## src/logic/tss_pkg.sv

```systemverilog
// Purpose: Shared constants and types for the trunk supervision sequencer
// Assumes: 250 MHz system clock
// Notes:   Times kept in ms, cycle counts derived from them
package tss_pkg;
    localparam int unsigned ClkHz      = 250_000_000;
    localparam int unsigned CycPerMs   = ClkHz / 1000;
    localparam int unsigned DelayMinMs = 256;
    localparam int unsigned DelayMaxMs = 384;
    localparam int unsigned DelayMs    = 320;
    localparam int unsigned WinkMs     = 250;
    localparam int unsigned WinkLagMs  = 192;
    localparam int unsigned DelayCyc   = DelayMs * CycPerMs;
    localparam int unsigned WinkCyc    = WinkMs * CycPerMs;
    localparam int unsigned WinkLagCyc = WinkLagMs * CycPerMs;
    localparam int unsigned DebCyc     = 16;
    localparam int unsigned Pps20Cyc   = 25 * CycPerMs;
    localparam int unsigned Pps10Cyc   = 50 * CycPerMs;
    localparam int unsigned Pps10bCyc  = 50 * CycPerMs;

    typedef enum logic [1:0] {
        immediate_start_code = 2'h0,
        delay_dial_code      = 2'h1,
        wink_start_code      = 2'h2
    } tss_start_t;

    typedef enum logic [1:0] {
        TYPE_ONE               = 2'h0,
        TYPE_TWO               = 2'h1,
        duplex_lead_signaling  = 2'h2
    } tss_sig_t;

    typedef enum logic [1:0] {
        party_release_a  = 2'h0,
        ORIG_RELEASE     = 2'h1,
        JOINT_RELEASE    = 2'h2
    } tss_rel_t;

    typedef enum logic [2:0] {
        ST_IDLE  = 3'h0,
        ST_OUT   = 3'h1,
        ST_TALK  = 3'h3,
        ST_INC   = 3'h2,
        ST_START = 3'h6,
        ST_REL   = 3'h4
    } tss_state_t;

    typedef struct packed {
        tss_sig_t   sigType;
        tss_start_t startMode;
        tss_rel_t   nearRel;
        tss_rel_t   farRel;
        logic [1:0] pulseRate;
        logic       echoReq;
    } tss_cfg_t;
endpackage

```

## src/logic/trunk_supervision_sequencer.sv

```systemverilog
// Overview of operation
// - Idle: send lead ground, open receive idle
// - Outgoing Type I seizure sets battery
// - Receive ground while seized means answer
// - Three selectable incoming start arrangements
// - Immediate start returns no start signal
// - Delay dial: 256-384 ms off-hook then on-hook
// - Wink 250 ms, begins 128-256 ms
// - Type II uses contact and current sense
// - Echo control blocked under Type II
// - Release per far option; near option not used
// - DX outgoing seizure current, pulses interrupt
// - DX answer drops detector low
// - DX incoming seizure detector low
// - DX near release waits far on-hook
// - Report each receive state change
// - Outpulse at 20, 10 or 10 pps
// Purpose: Supervisory signaling sequencer for one trunk unit
// Assumes: Controller strobes are one-cycle pulses on clk
// Notes:   sendLead high = battery/contact closed/current on
`timescale 1ns/10ps
`default_nettype none
module trunk_supervision_sequencer
    import tss_pkg::*;
#(
    parameter int unsigned DelayCycP   = DelayCyc,
    parameter int unsigned WinkCycP    = WinkCyc,
    parameter int unsigned WinkLagCycP = WinkLagCyc,
    parameter int unsigned PulseCycP   = Pps20Cyc
)(
    input  wire logic     clk,
    input  wire logic     rst_b,
    input  wire tss_cfg_t cfg,
    input  wire logic     rxLead,
    input  wire logic     seizeReq,
    input  wire logic     releaseReq,
    input  wire logic     digitStb,
    input  wire logic [3:0] digitVal,
    output logic          sendLead,
    output logic          echoEn,
    output logic          answered,
    output logic          farSeized,
    output logic          busy,
    output logic          msgStb,
    output logic          msgLevel
);
    typedef struct packed {
        logic [1:0]  sync;
        logic        rxStable;
        logic [4:0]  debCnt;
        tss_state_t  state;
        logic [31:0] tmr;
        logic [4:0]  pulsesLeft;
        logic        pulsing;
        logic        sendLead;
        logic        echoEn;
        logic        answered;
        logic        farSeized;
        logic        msgStb;
        logic        nearDone;
        logic        startDone;
    } tss_regs_t;

    tss_regs_t s_q;
    tss_regs_t s_d;
    logic      rxRaw;
    logic      offHook;

    function automatic logic [31:0] pulseHalf(input logic [1:0] rate);
        pulseHalf = (rate == 2'h0) ? 32'(PulseCycP) : 32'(2 * PulseCycP);
    endfunction

    // Receive lead mapped to far off-hook: E lead ground, Type II current,
    // DX detector low; open/high reads as idle
    assign rxRaw   = s_q.sync[1];
    assign offHook = (cfg.sigType == duplex_lead_signaling) ? !s_q.rxStable : s_q.rxStable;

    always_comb
    begin
        s_d = s_q;
        s_d.msgStb = 1'b0;
        s_d.sync = {s_q.sync[0], rxLead};
        // **********************
        // Debounce
        // **********************
        if (rxRaw == s_q.rxStable)
        begin
            s_d.debCnt = '0;
        end
        else if (s_q.debCnt == 5'(DebCyc - 1))
        begin
            s_d.debCnt   = '0;
            s_d.rxStable = rxRaw;
            s_d.msgStb   = 1'b1;
        end
        else
        begin
            s_d.debCnt = s_q.debCnt + 5'h1;
        end
        s_d.echoEn = cfg.echoReq && (cfg.sigType != TYPE_TWO);
        if (s_q.tmr != '0)
        begin
            s_d.tmr = s_q.tmr - 32'h1;
        end
        // **********************
        // Sequencer
        // **********************
        case (s_q.state)
            ST_IDLE:
            begin
                s_d.sendLead  = 1'b0;
                s_d.answered  = 1'b0;
                s_d.nearDone  = 1'b0;
                s_d.startDone = 1'b0;
                s_d.farSeized = 1'b0;
                if (offHook)
                begin
                    s_d.farSeized = 1'b1;
                    s_d.state     = ST_INC;
                    s_d.tmr       = (cfg.startMode == wink_start_code) ?
                                    32'(WinkLagCycP) : '0;
                    if (cfg.startMode == delay_dial_code)
                    begin
                        s_d.sendLead = 1'b1;
                        s_d.tmr      = 32'(DelayCycP - 1);
                        s_d.state    = ST_START;
                    end
                end
                else if (seizeReq)
                begin
                    s_d.sendLead = 1'b1;
                    s_d.state    = ST_OUT;
                end
            end
            ST_OUT:
            begin
                if (s_q.pulsing)
                begin
                    if (s_q.tmr == '0)
                    begin
                        s_d.sendLead = !s_q.sendLead;
                        s_d.tmr      = pulseHalf(cfg.pulseRate);
                        if (s_q.sendLead)
                        begin
                            s_d.pulsesLeft = s_q.pulsesLeft - 5'h1;
                        end
                        else if (s_q.pulsesLeft == '0)
                        begin
                            s_d.pulsing = 1'b0;
                        end
                    end
                end
                else if (digitStb)
                begin
                    s_d.pulsing    = 1'b1;
                    s_d.pulsesLeft = (digitVal == 4'h0) ? 5'ha : {1'b0, digitVal};
                    s_d.tmr        = '0;
                end
                else if (offHook)
                begin
                    s_d.answered = 1'b1;
                    s_d.state    = ST_TALK;
                end
                if (releaseReq)
                begin
                    s_d.sendLead = 1'b0;
                    s_d.pulsing  = 1'b0;
                    s_d.state    = ST_REL;
                end
            end
            ST_START:
            begin
                if (s_q.tmr == '0)
                begin
                    s_d.sendLead = !s_q.sendLead;
                    s_d.tmr      = (cfg.startMode == wink_start_code && !s_q.sendLead) ?
                                   32'(WinkCycP - 1) : '0;
                    if (s_q.sendLead)
                    begin
                        s_d.startDone = 1'b1;
                        s_d.state     = ST_INC;
                    end
                end
            end
            ST_INC:
            begin
                if (cfg.startMode == wink_start_code && s_q.tmr == '0 && !s_q.startDone)
                begin
                    s_d.state = ST_START;
                end
                if (cfg.startMode == immediate_start_code)
                begin
                    s_d.sendLead = 1'b0;
                end
                if (seizeReq)
                begin
                    s_d.sendLead = 1'b1;
                    s_d.answered = 1'b1;
                    s_d.state    = ST_TALK;
                end
                else if (!offHook && s_q.tmr == '0 &&
                         (releaseReq || cfg.farRel != JOINT_RELEASE))
                begin
                    s_d.state = ST_IDLE;
                end
            end
            ST_TALK:
            begin
                if (releaseReq)
                begin
                    s_d.nearDone = 1'b1;
                    s_d.state    = ST_REL;
                    // Far side keeps control under joint release
                    if (cfg.farRel == JOINT_RELEASE)
                    begin
                        s_d.state = ST_TALK;
                    end
                    else
                    begin
                        s_d.sendLead = !s_q.farSeized && (cfg.sigType == duplex_lead_signaling);
                    end
                end
                else if (!offHook && (s_q.farSeized || cfg.farRel == party_release_a))
                begin
                    s_d.sendLead = 1'b0;
                    s_d.state    = ST_REL;
                end
            end
            ST_REL:
            begin
                s_d.sendLead = 1'b0;
                if (!offHook)
                begin
                    s_d.state = ST_IDLE;
                end
            end
            default:
            begin
                s_d.state = ST_IDLE;
            end
        endcase
    end

    always_ff @(posedge clk)
    begin
        if (!rst_b)
        begin
            s_q <= '{state: ST_IDLE, default: '0};
        end
        else
        begin
            s_q <= s_d;
        end
    end

    assign sendLead  = s_q.sendLead;
    assign echoEn    = s_q.echoEn;
    assign answered  = s_q.answered;
    assign farSeized = s_q.farSeized;
    assign busy      = (s_q.state != ST_IDLE);
    assign msgStb    = s_q.msgStb;
    assign msgLevel  = s_q.rxStable;

    // **********************
    // Checks
    // **********************
    idle_ground_a: assert property (@(posedge clk) disable iff (!rst_b)
        (s_q.state == ST_IDLE && $past(s_q.state) == ST_IDLE) |-> !sendLead)
        else $error("send lead active in idle");
    echo_block_a: assert property (@(posedge clk) disable iff (!rst_b)
        cfg.sigType == TYPE_TWO |=> !echoEn)
        else $error("echo control under type two");
    seize_out_a: assert property (@(posedge clk) disable iff (!rst_b)
        (s_q.state == ST_IDLE && !offHook && seizeReq) |=> sendLead)
        else $error("outgoing seizure missing");
    msg_change_a: assert property (@(posedge clk) disable iff (!rst_b)
        msgStb |-> msgLevel != $past(msgLevel))
        else $error("message without change");
    deb_hold_a: assert property (@(posedge clk) disable iff (!rst_b)
        $changed(msgLevel) |-> $past(rxRaw, 2) == msgLevel)
        else $error("undebounced change");
    dd_start_a: assert property (@(posedge clk) disable iff (!rst_b)
        (s_q.state == ST_IDLE && offHook && cfg.startMode == delay_dial_code) |=> sendLead)
        else $error("delay dial not immediate");
    answer_a: assert property (@(posedge clk) disable iff (!rst_b)
        (s_q.state == ST_OUT && !s_q.pulsing && !digitStb && offHook && !releaseReq)
        |=> answered)
        else $error("answer missed");
    rel_idle_a: assert property (@(posedge clk) disable iff (!rst_b)
        (s_q.state == ST_REL) |=> !sendLead)
        else $error("lead active in release");
endmodule
`default_nettype wire

```

## config.mk

```make
export PLATFORM = sky130hd
export DESIGN_NAME = trunk_supervision_sequencer
export DESIGN_NICKNAME = d
export VERILOG_FILES = /design/src/logic/tss_pkg.sv /design/src/logic/trunk_supervision_sequencer.sv
export SDC_FILE = /design/constraint.sdc
export NUM_CORES = 1
export LEC_CHECK = 0
export BUFFER_PORTS_ARGS = -buffer_cell sky130_fd_sc_hd__buf_2
export CELL_PAD_IN_SITES_DETAIL_PLACEMENT = 0
export CELL_PAD_IN_SITES_GLOBAL_PLACEMENT = 1
export CORE_UTILIZATION = 48
export DETAILED_ROUTE_END_ITERATION = 7
export PLACE_DENSITY = 0.87
export RECOVER_POWER = 25
export SKIP_CTS_REPAIR_TIMING = 1
export SYNTH_ARGS = -nofsm -noshare
export SYNTH_HDL_FRONTEND = slang
export SYNTH_SLANG_ARGS = --single-unit
```

## constraint.sdc

```tcl
create_clock -name clk -period 5.4 [get_ports clk]
set_input_delay 1.08 -clock clk [delete_from_list [all_inputs] [get_ports clk]]
set_output_delay 1.08 -clock clk [all_outputs]
set_load 0.05 [all_outputs]
```

==> results of run 1 <==
## layer usage
metal / share of wire / vias to the layer above
met4: 0.017 / 0
met1: 0.47 / 1486
met2: 0.47 / 108
met3: 0.047 / 14
li1: - / 1597
met5: 0 / -
## power breakdown
part	switching, W	leakage (nW)	internal (W)
clock	0.000142	0.0515	0.000118
sequential	0.000123	0.449	0.000512
combinational	0.000736	0.911	0.000474
## registers in the layout, indices dropped and copies added, names as in the netlist
signal / cells
sendLead: 1
msgLevel: 1
s_q: 47
msgStb: 1
answered: 1
echoEn: 1
farSeized: 1
rxRaw: 1
s_d: 1
## critical path, stage by stage (launching register included)
cell     delay (ns)
dfxtp_1        0.37
or4_4          0.54
or4b_4         0.57
o41ai_2        0.81
or2_2          0.39
nor3_1         0.09
xor2_1         0.16
o221a_2        0.25
## cells by family after synthesis
group / Yosys count
AND/OR/NAND/NOR: 179
buffers and inverters: 37
XOR/XNOR: 33
AO/OA/AOI/OAI: 122
flip-flops: 55
multiplexers: 2
adder cells (fa/ha/maj): 9
## how the worst max path moves through the flow
stage	start	to	slack [ns]	cells past startpoint
6_report	s_q[28]	s_q[38]	2.12	7
5_1_grt	s_q[28]	s_q[28]	1.94	7
4_1_cts	s_q[28]	s_q[38]	2.12	7
3_5_place_dp	cfg[9]	s_q[46]	1.97	8
3_3_place_gp	cfg[9]	s_q[46]	1.99	8
2_1_floorplan	s_q[28]	s_q[46]	2.48	8
## placed cells by master (no fill, tap or decap), drive strengths merged, types with 7 or more instances in the layout
master / Yosys / routed
xnor2: 14 / 14
clkbuf: 20 / 14
nor4: 13 / 13
and2: 9 / 9
a31oi: 11 / 11
and3: 7 / 7
a21oi: 29 / 29
ha: 9 / 9
buf: 1 / 20
nand2: 39 / 39
xor2: 19 / 19
o21ai: 39 / 39
nor3: 20 / 20
dfxtp: 55 / 55
nor2: 44 / 44
inv: 15 / 15
nand2b: 12 / 12
## area by class of cell
type,count,area (sq um),area share
multi-input cells,345,2120,0.585
flip-flops and latches,55,1100,0.303
repair buffers,26,125,0.0345
well taps,96,120,0.0331
clock buffers,8,100,0.0276
inverters,16,60.1,0.0166
## through the flow
step	utilization	std cells	total power, W
after floorplan	-	437	0.00159
final	0.534	546	0.00211
after detailed placement	0.520	538	0.00183
after global placement	0.520	538	0.00182
after global routing	0.534	546	0.00227
after CTS	0.535	546	0.00210
==> results_dict.tcl, run 1 <==
set metrics [dict create \
    cts_sinks 55 \
    syn_area_sq_um 3370 \
    timing.rr.start "s_q[28]" \
    rrSetupSlack_ns 2.12 \
    synth_commonest_cells "55 x dfxtp_1, 44 x nor2_1, 39 x nand2_1" \
    leakagePower_nw 1.41 \
    worst_setup_path_start_kind "flip-flop" \
    cts_max_level 2 \
    netlist_instances 437 \
    cts_made_buffers 5 \
    whs_ns 0.456 \
    start_util 0.495 \
    worstPathRequired_ns 5.62 \
    finalSetupViolations 0 \
    yosysSeqAreaShare 0.327 \
    max_freq_mhz 305 \
    gp_congestion 0.883 \
    drv_cap 0 \
    grt-ovfl-total 0 \
    die_x_microns 85.7 \
    diodes 0 \
    timing.rr.end "s_q[38]" \
    clk_pin_slew_ns 0.10 \
    tightest_slew_ns 1.07 \
    portBuffers 25 \
    wire_per_inst_microns 16.0 \
    drive_gt1_frac 0.0867 \
    grt_pass1_wl_mm 14.6 \
    die-area_sq_um 7350 \
    cts_root_buffer "clkbuf_8" \
    drv_slew 0 \
    grt_antenna_before_repair 0 \
    nets 479 \
    worstSetupPathType "flip-flop to flip-flop" \
    grt.total_usage 0.251 \
    met1_usage 0.335 \
    clockBufferDepth 2 \
    grt_max_degree 27 \
    grt_use_met3 0.0414 \
    drtIter0Drc 227 \
    vias 3205 \
    cp-end-kind "flip-flop" \
    fillers 681 \
    synth_mux_area_frac 0.00595 \
    drt-total-wl_mm 8.75 \
    worst_hold_path_type "flip-flop to flip-flop" \
    viasPerCell 5.87 \
    outcome "completed" \
    yosysUniqueCellTypes 57 \
    rsz0062_at_grt "no" \
    synth-simple-area-share 0.277 \
    std_cell_rows 30 \
    placed_area_sq_um 3540 \
    synth_top_family_by_area "simple AND/OR/NAND/NOR gates" \
    die_h_microns 85.7 \
    grt.busiest_layer "met2" \
    synth_seq_cells 55 \
    timing.final.crit_share 0.607 \
    rr_worst_depth 7 \
    ir_drop_v 0.000212 \
    timing.final.ws_setup_ns 2.12 \
    dp_slack_ns 1.97 \
    synth_top_area_share 0.327 \
    hold_end "s_q[48]" \
    synth_fa_ha_area_frac 0.0335 \
    yosysTopAreaCell "dfxtp_1" \
    first_pass_iters 5 \
    drc 0 \
    synth-compound-area-share 0.229 \
    met2_usage 0.408 \
    crit_arrival_ns 3.50 \
    power.density_nw_per_um2 580 \
    synth_edf_count 0 \
    min_period_ns 3.28 \
    ant_nets 0 \
    coreArea_sq_um 6790 \
    slew_headroom 0.287 \
    insertion_delay_ns 0.32 \
    synth_area_leaders "dfxtp_1 33%, o21ai_0 5.2%, xor2_1 4.9%" \
    final_design_area_no_fill_sq_um 3630 \
    hold_violations 0 \
    ys_dominant_reg_cell "dfxtp_1" \
    syn_nets 467 \
    yosys_warnings 0 \
    pin_count 28 \
    worstHoldStart "s_q[48]" \
    synth_most_common_cell "dfxtp_1" \
    dpl.hpwl_mm 6.27 \
    synth_xor_area_frac 0.0859 \
    area_delta_synth_final_pct 7.81 \
    finClkSkew_ns 0.00478 \
    grt_pass1_vias 2968 \
    worstPathMaxFanout 10 \
    avgSynthCellArea_sq_um 7.70 \
    ys_async_sr_fraction 0 \
    cts_tree "built" \
    tns_ns 0 \
    hold_depth 1 \
]
(Power assumes the default switching activity.)
==> run 2: changes to the inputs <==
CORE_UTILIZATION = 40   (was 48)
PLACE_DENSITY = 0.78   (was 0.87)
clock period = 2.9 ns   (was 5.4 ns; I/O delays follow)
==> run 2 against run 1 <==
First-iteration DRC count shrank 1.3%. Worst setup slack lost 2.0 ns. Sequential power grew 81%. Fmax up 17%. Register-to-register slack worse by 2.0 ns. Cell area grew 8.2%. Total power rose by 100%. Sequential share of layout area decreased by 2.3 points. Via count up 4.5%.
==> results_dict.tcl, run 2 (synthesis results as in run 1) <==
set metrics [dict create \
    first_pass_iters 5 \
    cts_root_buffer "clkbuf_8" \
    vias 3348 \
    rr_worst_depth 8 \
    worstPathRequired_ns 3.11 \
    rrSetupSlack_ns 0.11 \
    min_period_ns 2.79 \
    drv_slew 0 \
    insertion_delay_ns 0.31 \
    grt_antenna_before_repair 0 \
    drive_gt1_frac 0.165 \
    diodes 0 \
    top_register "s_q" \
    clk_pin_slew_ns 0.10 \
    portBuffers 25 \
    layoutNonFillerInstCount 591 \
    slew_headroom 0.609 \
    coreArea_sq_um 8180 \
    cts_made_buffers 5 \
    crit_arrival_ns 3.00 \
    area_delta_synth_final_pct 16.6 \
    tightest_slew_ns 0.589 \
    die-area_sq_um 8790 \
    timing.rr.end "s_q[38]" \
    p_total_w 0.00427 \
    die_h_microns 93.7 \
    ant_nets 0 \
    whs_ns 0.441 \
    clkPwrFrac 0.100 \
    cts_max_level 2 \
    cts_sinks 55 \
    final_cell_mix "54 x dfxtp_1, 44 x nor2_1, 39 x nand2_1, 35 x o21ai_0, 35 x buf_4" \
    drtIter0Drc 224 \
    start_util 0.412 \
    gp_congestion 0.910 \
    die_x_microns 93.7 \
    rsz0062_at_grt "yes" \
    dpl.hpwl_mm 6.96 \
    hold_violations 0 \
    dp_slack_ns 0.0439 \
    crit_start "s_q[32]" \
    grt_max_degree 24 \
    leakagePower_nw 1.59 \
    grt-ovfl-total 0 \
    max_freq_mhz 358 \
    p_sw_frac 0.462 \
    placed_cells 583 \
    combinationalPowerShare 0.631 \
    wire_per_inst_microns 15.6 \
    timing.final.crit_share 0.963 \
    worstHoldStart "cfg[9]" \
    final_common_cell "dfxtp_1" \
    outcome "completed" \
    worst_setup_path_start_kind "flip-flop" \
    power_switching_w 0.00197 \
    power.density_nw_per_um2 1090 \
    timing.final.ws_setup_ns 0.108 \
    utilization 0.480 \
    worst_hold_path_type "input port to flip-flop" \
    finClkSkew_ns 0.00818 \
    viasPerCell 5.66 \
    drc 0 \
    grt_pass1_wl_mm 15.4 \
    cp-end-kind "flip-flop" \
    grt_pass1_vias 3151 \
    drt-total-wl_mm 9.20 \
    hold_depth 2 \
    internal_power_w 0.00230 \
    hold_end "echoEn" \
    finalSetupViolations 0 \
    worstPathMaxFanout 9 \
    grt.total_usage 0.222 \
    pwr-share-seq 0.269 \
    largest_reg_flops 47 \
    nets 515 \
    clockBufferDepth 2 \
    drv_cap 0 \
    ir_drop_v 0.000442 \
    timing.rr.start "s_q[32]" \
    std_cell_rows 33 \
    pin_count 28 \
    worstSetupPathType "flip-flop to flip-flop" \
    cts_tree "built" \
]
run 2: layout make-up:
type	count	area, sq um
Fill cell	833	4250
Tap cell	105	131
Sequential cell	55	1100
Inverter	16	60.1
Clock buffer	6	72.6
Timing Repair Buffer	62	399
Clock inverter	2	12.5
Multi-Input combinational cell	345	2150
run 2: per-stage QoR:
stage               TNS [ns]  instance area (sq um)
detailed placement         0                   3830
finish                     0                   3930
floorplan                  0                   3380
global placement           0                   3830
CTS                        0                   3910
global route         -0.0932                   3930
run 2: power groups by stage:
stage	clock, W	combinational, W	sequential, W
after floorplan	0	0.00182	0.00118
after global placement	0	0.00260	0.00115
after detailed placement	0	0.00263	0.00116
after CTS	0.000436	0.00265	0.00114
after global routing	0.000469	0.00297	0.00117
final	0.000426	0.00270	0.00115
run 2: per-layer routing:
metal | share of wire | wire length [microns] | up-vias | global-route usage
li1 | - | - | 1674 | -
met1 | 0.47 | 4290 | 1565 | 0.297
met2 | 0.47 | 4360 | 95 | 0.369
met3 | 0.044 | 405 | 14 | 0.0307
met4 | 0.015 | 136 | 0 | 0.0692
met5 | 0 | 0 | - | 0
run 2: worst max-delay path by stage:
stage | cells after the start | slack [ns] | to
finish | 8 | 0.11 | s_q[38]
global route | 9 | -0.03 | s_q[9]
CTS | 8 | 0.02 | s_q[30]
detailed placement | 8 | 0.04 | s_q[30]
global placement | 8 | 0.08 | s_q[38]
floorplan | 8 | 0.04 | s_q[46]
run 2: critical path, stage by stage (launching register included):
cell,delay (ns)
dfxtp_1,0.33
or4_1,0.59
or4b_4,0.54
buf_6,0.15
o41ai_4,0.35
or2_4,0.26
nor3_1,0.07
xor2_1,0.15
o221a_2,0.25
==> run 3: changes to the inputs <==
BUFFER_PORTS_ARGS = -buffer_cell sky130_fd_sc_hd__buf_4   (was -buffer_cell sky130_fd_sc_hd__buf_2)
SLEW_MARGIN = 20   (was unset)
==> run 3 against run 2 <==
Final cell count is 0.85% lower. Register-to-register slack got worse by 0.04 ns. Non-clock buffer count fell by 5. Total power fell by 0.51%. Sequential power about the same. Critical path depth did not move. Worst setup slack lost 0.043 ns. Sequential cell count unchanged. Clock power fell by 2%. Sequential share of layout area shrank 0.28 points. Count of clock-buffer cells in the layout is 1 higher. First-iteration DRC count down 29%. Critical endpoint is now s_q[46].
==> results_dict.tcl, run 3 (synthesis results as in run 1) <==
set metrics [dict create \
    outcome "completed" \
    met2_usage 0.380 \
    timing.final.crit_share 0.978 \
    nets 510 \
    start_util 0.412 \
    grt_pass1_vias 3188 \
    cp_slowest_cell "or4b_4" \
    viasPerCell 5.64 \
    worst_hold_path_type "flip-flop to flip-flop" \
    final_cell_mix "54 x dfxtp_1, 51 x buf_4, 44 x nor2_1, 39 x nand2_1, 35 x o21ai_0" \
    die_h_microns 93.7 \
    fillers 845 \
    cts_made_buffers 5 \
    pin_count 28 \
    worstPathRequired_ns 3.10 \
    finalSetupViolations 0 \
    max_freq_mhz 353 \
    grt-ovfl-total 0 \
    coreArea_sq_um 8180 \
    utilization 0.485 \
    crit_path_cell_trace "or4_4, or4b_4, nor4_4, inv_2, or3_4, a31oi_4, o21ai_1, a32o_1" \
    timing.final.ws_setup_ns 0.0652 \
    first_pass_iters 4 \
    drtIter0Drc 159 \
    grt_max_degree 24 \
    min_period_ns 2.83 \
    ant_nets 0 \
    multiInputGateArea_sq_um 2180 \
    std_cell_rows 33 \
    grt_pass1_wl_mm 15.3 \
    gp_congestion 0.899 \
    worst_setup_path_start_kind "flip-flop" \
    p_total_w 0.00425 \
    dp_slack_ns 0.0501 \
    final_design_area_no_fill_sq_um 3970 \
    worstSetupPathType "flip-flop to flip-flop" \
    cts_sinks 55 \
    vias 3304 \
    cts_root_buffer "clkbuf_8" \
    portBuffers 25 \
    final_common_cell "dfxtp_1" \
    drc 0 \
    drv_cap 0 \
    clk_pin_slew_ns 0.10 \
    regArea_sq_um 1100 \
    ir_drop_v 0.000388 \
    grt_antenna_before_repair 0 \
    grt_use_met3 0.0251 \
    slew_headroom 0.602 \
    dpl.hpwl_mm 6.91 \
    largest_reg_flops 47 \
    drive_gt1_frac 0.160 \
    area_delta_synth_final_pct 17.8 \
    insertion_delay_ns 0.31 \
    power.density_nw_per_um2 1070 \
    drt-total-wl_mm 9.11 \
    cts_tree "built" \
    cp-end-kind "flip-flop" \
    met1_usage 0.289 \
    top_register "s_q" \
    grt.total_usage 0.221 \
    grt.busiest_layer "met2" \
    leakagePower_nw 1.59 \
    rsz0062_at_grt "yes" \
    die-area_sq_um 8790 \
    tns_ns 0 \
    worstPathMaxFanout 7 \
    crit_arrival_ns 3.04 \
    tightest_slew_ns 0.596 \
    wire_per_inst_microns 15.5 \
    cts_max_level 2 \
    hold_violations 0 \
    finClkSkew_ns 0.0128 \
    clockBufferDepth 2 \
    cpPeakStageDelay_ns 0.56 \
    diodes 0 \
    placed_area_sq_um 3850 \
    die_x_microns 93.7 \
    drv_slew 0 \
]
## run 3: cell types whose count changed in the layout (fill, tap and decap cells not counted), moves of 2 or more
cell and delta:
buf_2 -22, buf_4 +16, clkbuf_1 +2, nor3_1 -2
nor3_2 +2
## run 3: per-stage QoR
step / cells / hold slack [ns]
after global routing: 586 / 0.439
after floorplan: 437 / 0.412
final: 586 / 0.442
after CTS: 585 / 0.441
after detailed placement: 577 / 0.421
after global placement: 577 / 0.414
## run 3: path summary, 6_finish.rpt
check                from  endpoint  slack [ns]  cells after the start
setup / recovery  s_q[31]   s_q[46]        0.07                      8
hold / removal    s_d[55]     rxRaw        0.44                      1
hold reg to reg   s_d[55]     rxRaw        0.44                      1
setup reg to reg  s_q[31]   s_q[46]        0.07                      8
## run 3: final cells by class
type	count	area share
clock inverters	1	0.00126
multi-input cells	345	0.549
well taps	105	0.0331
flip-flops and latches	55	0.278
clock buffers	7	0.0192
repair buffers	57	0.104
inverters	16	0.0151
## run 3: worst max-delay path: cells and delay by family, from the launching register on
family                 cells  cell delay (ns)
buffers and inverters      1             0.13
AND/OR/NAND/NOR            4             1.72
AO/OA/AOI/OAI              3             0.54
flip-flops                 1             0.34
## run 3: report_power, final
part,switching [W],total (W),leakage (nW),internal (W)
Sequential,0.000205,0.00116,0.449,0.000954
Combinational,0.00151,0.00267,1.10,0.00116
Clock,0.000248,0.000419,0.0422,0.000171
Total,0.00196,0.00425,1.59,0.00229
## run 3: per-layer routing
layer	wire, microns	share of wire
met1	4310	0.47
met2	4290	0.47
met5	0	0
met3	310	0.034
met4	198	0.022
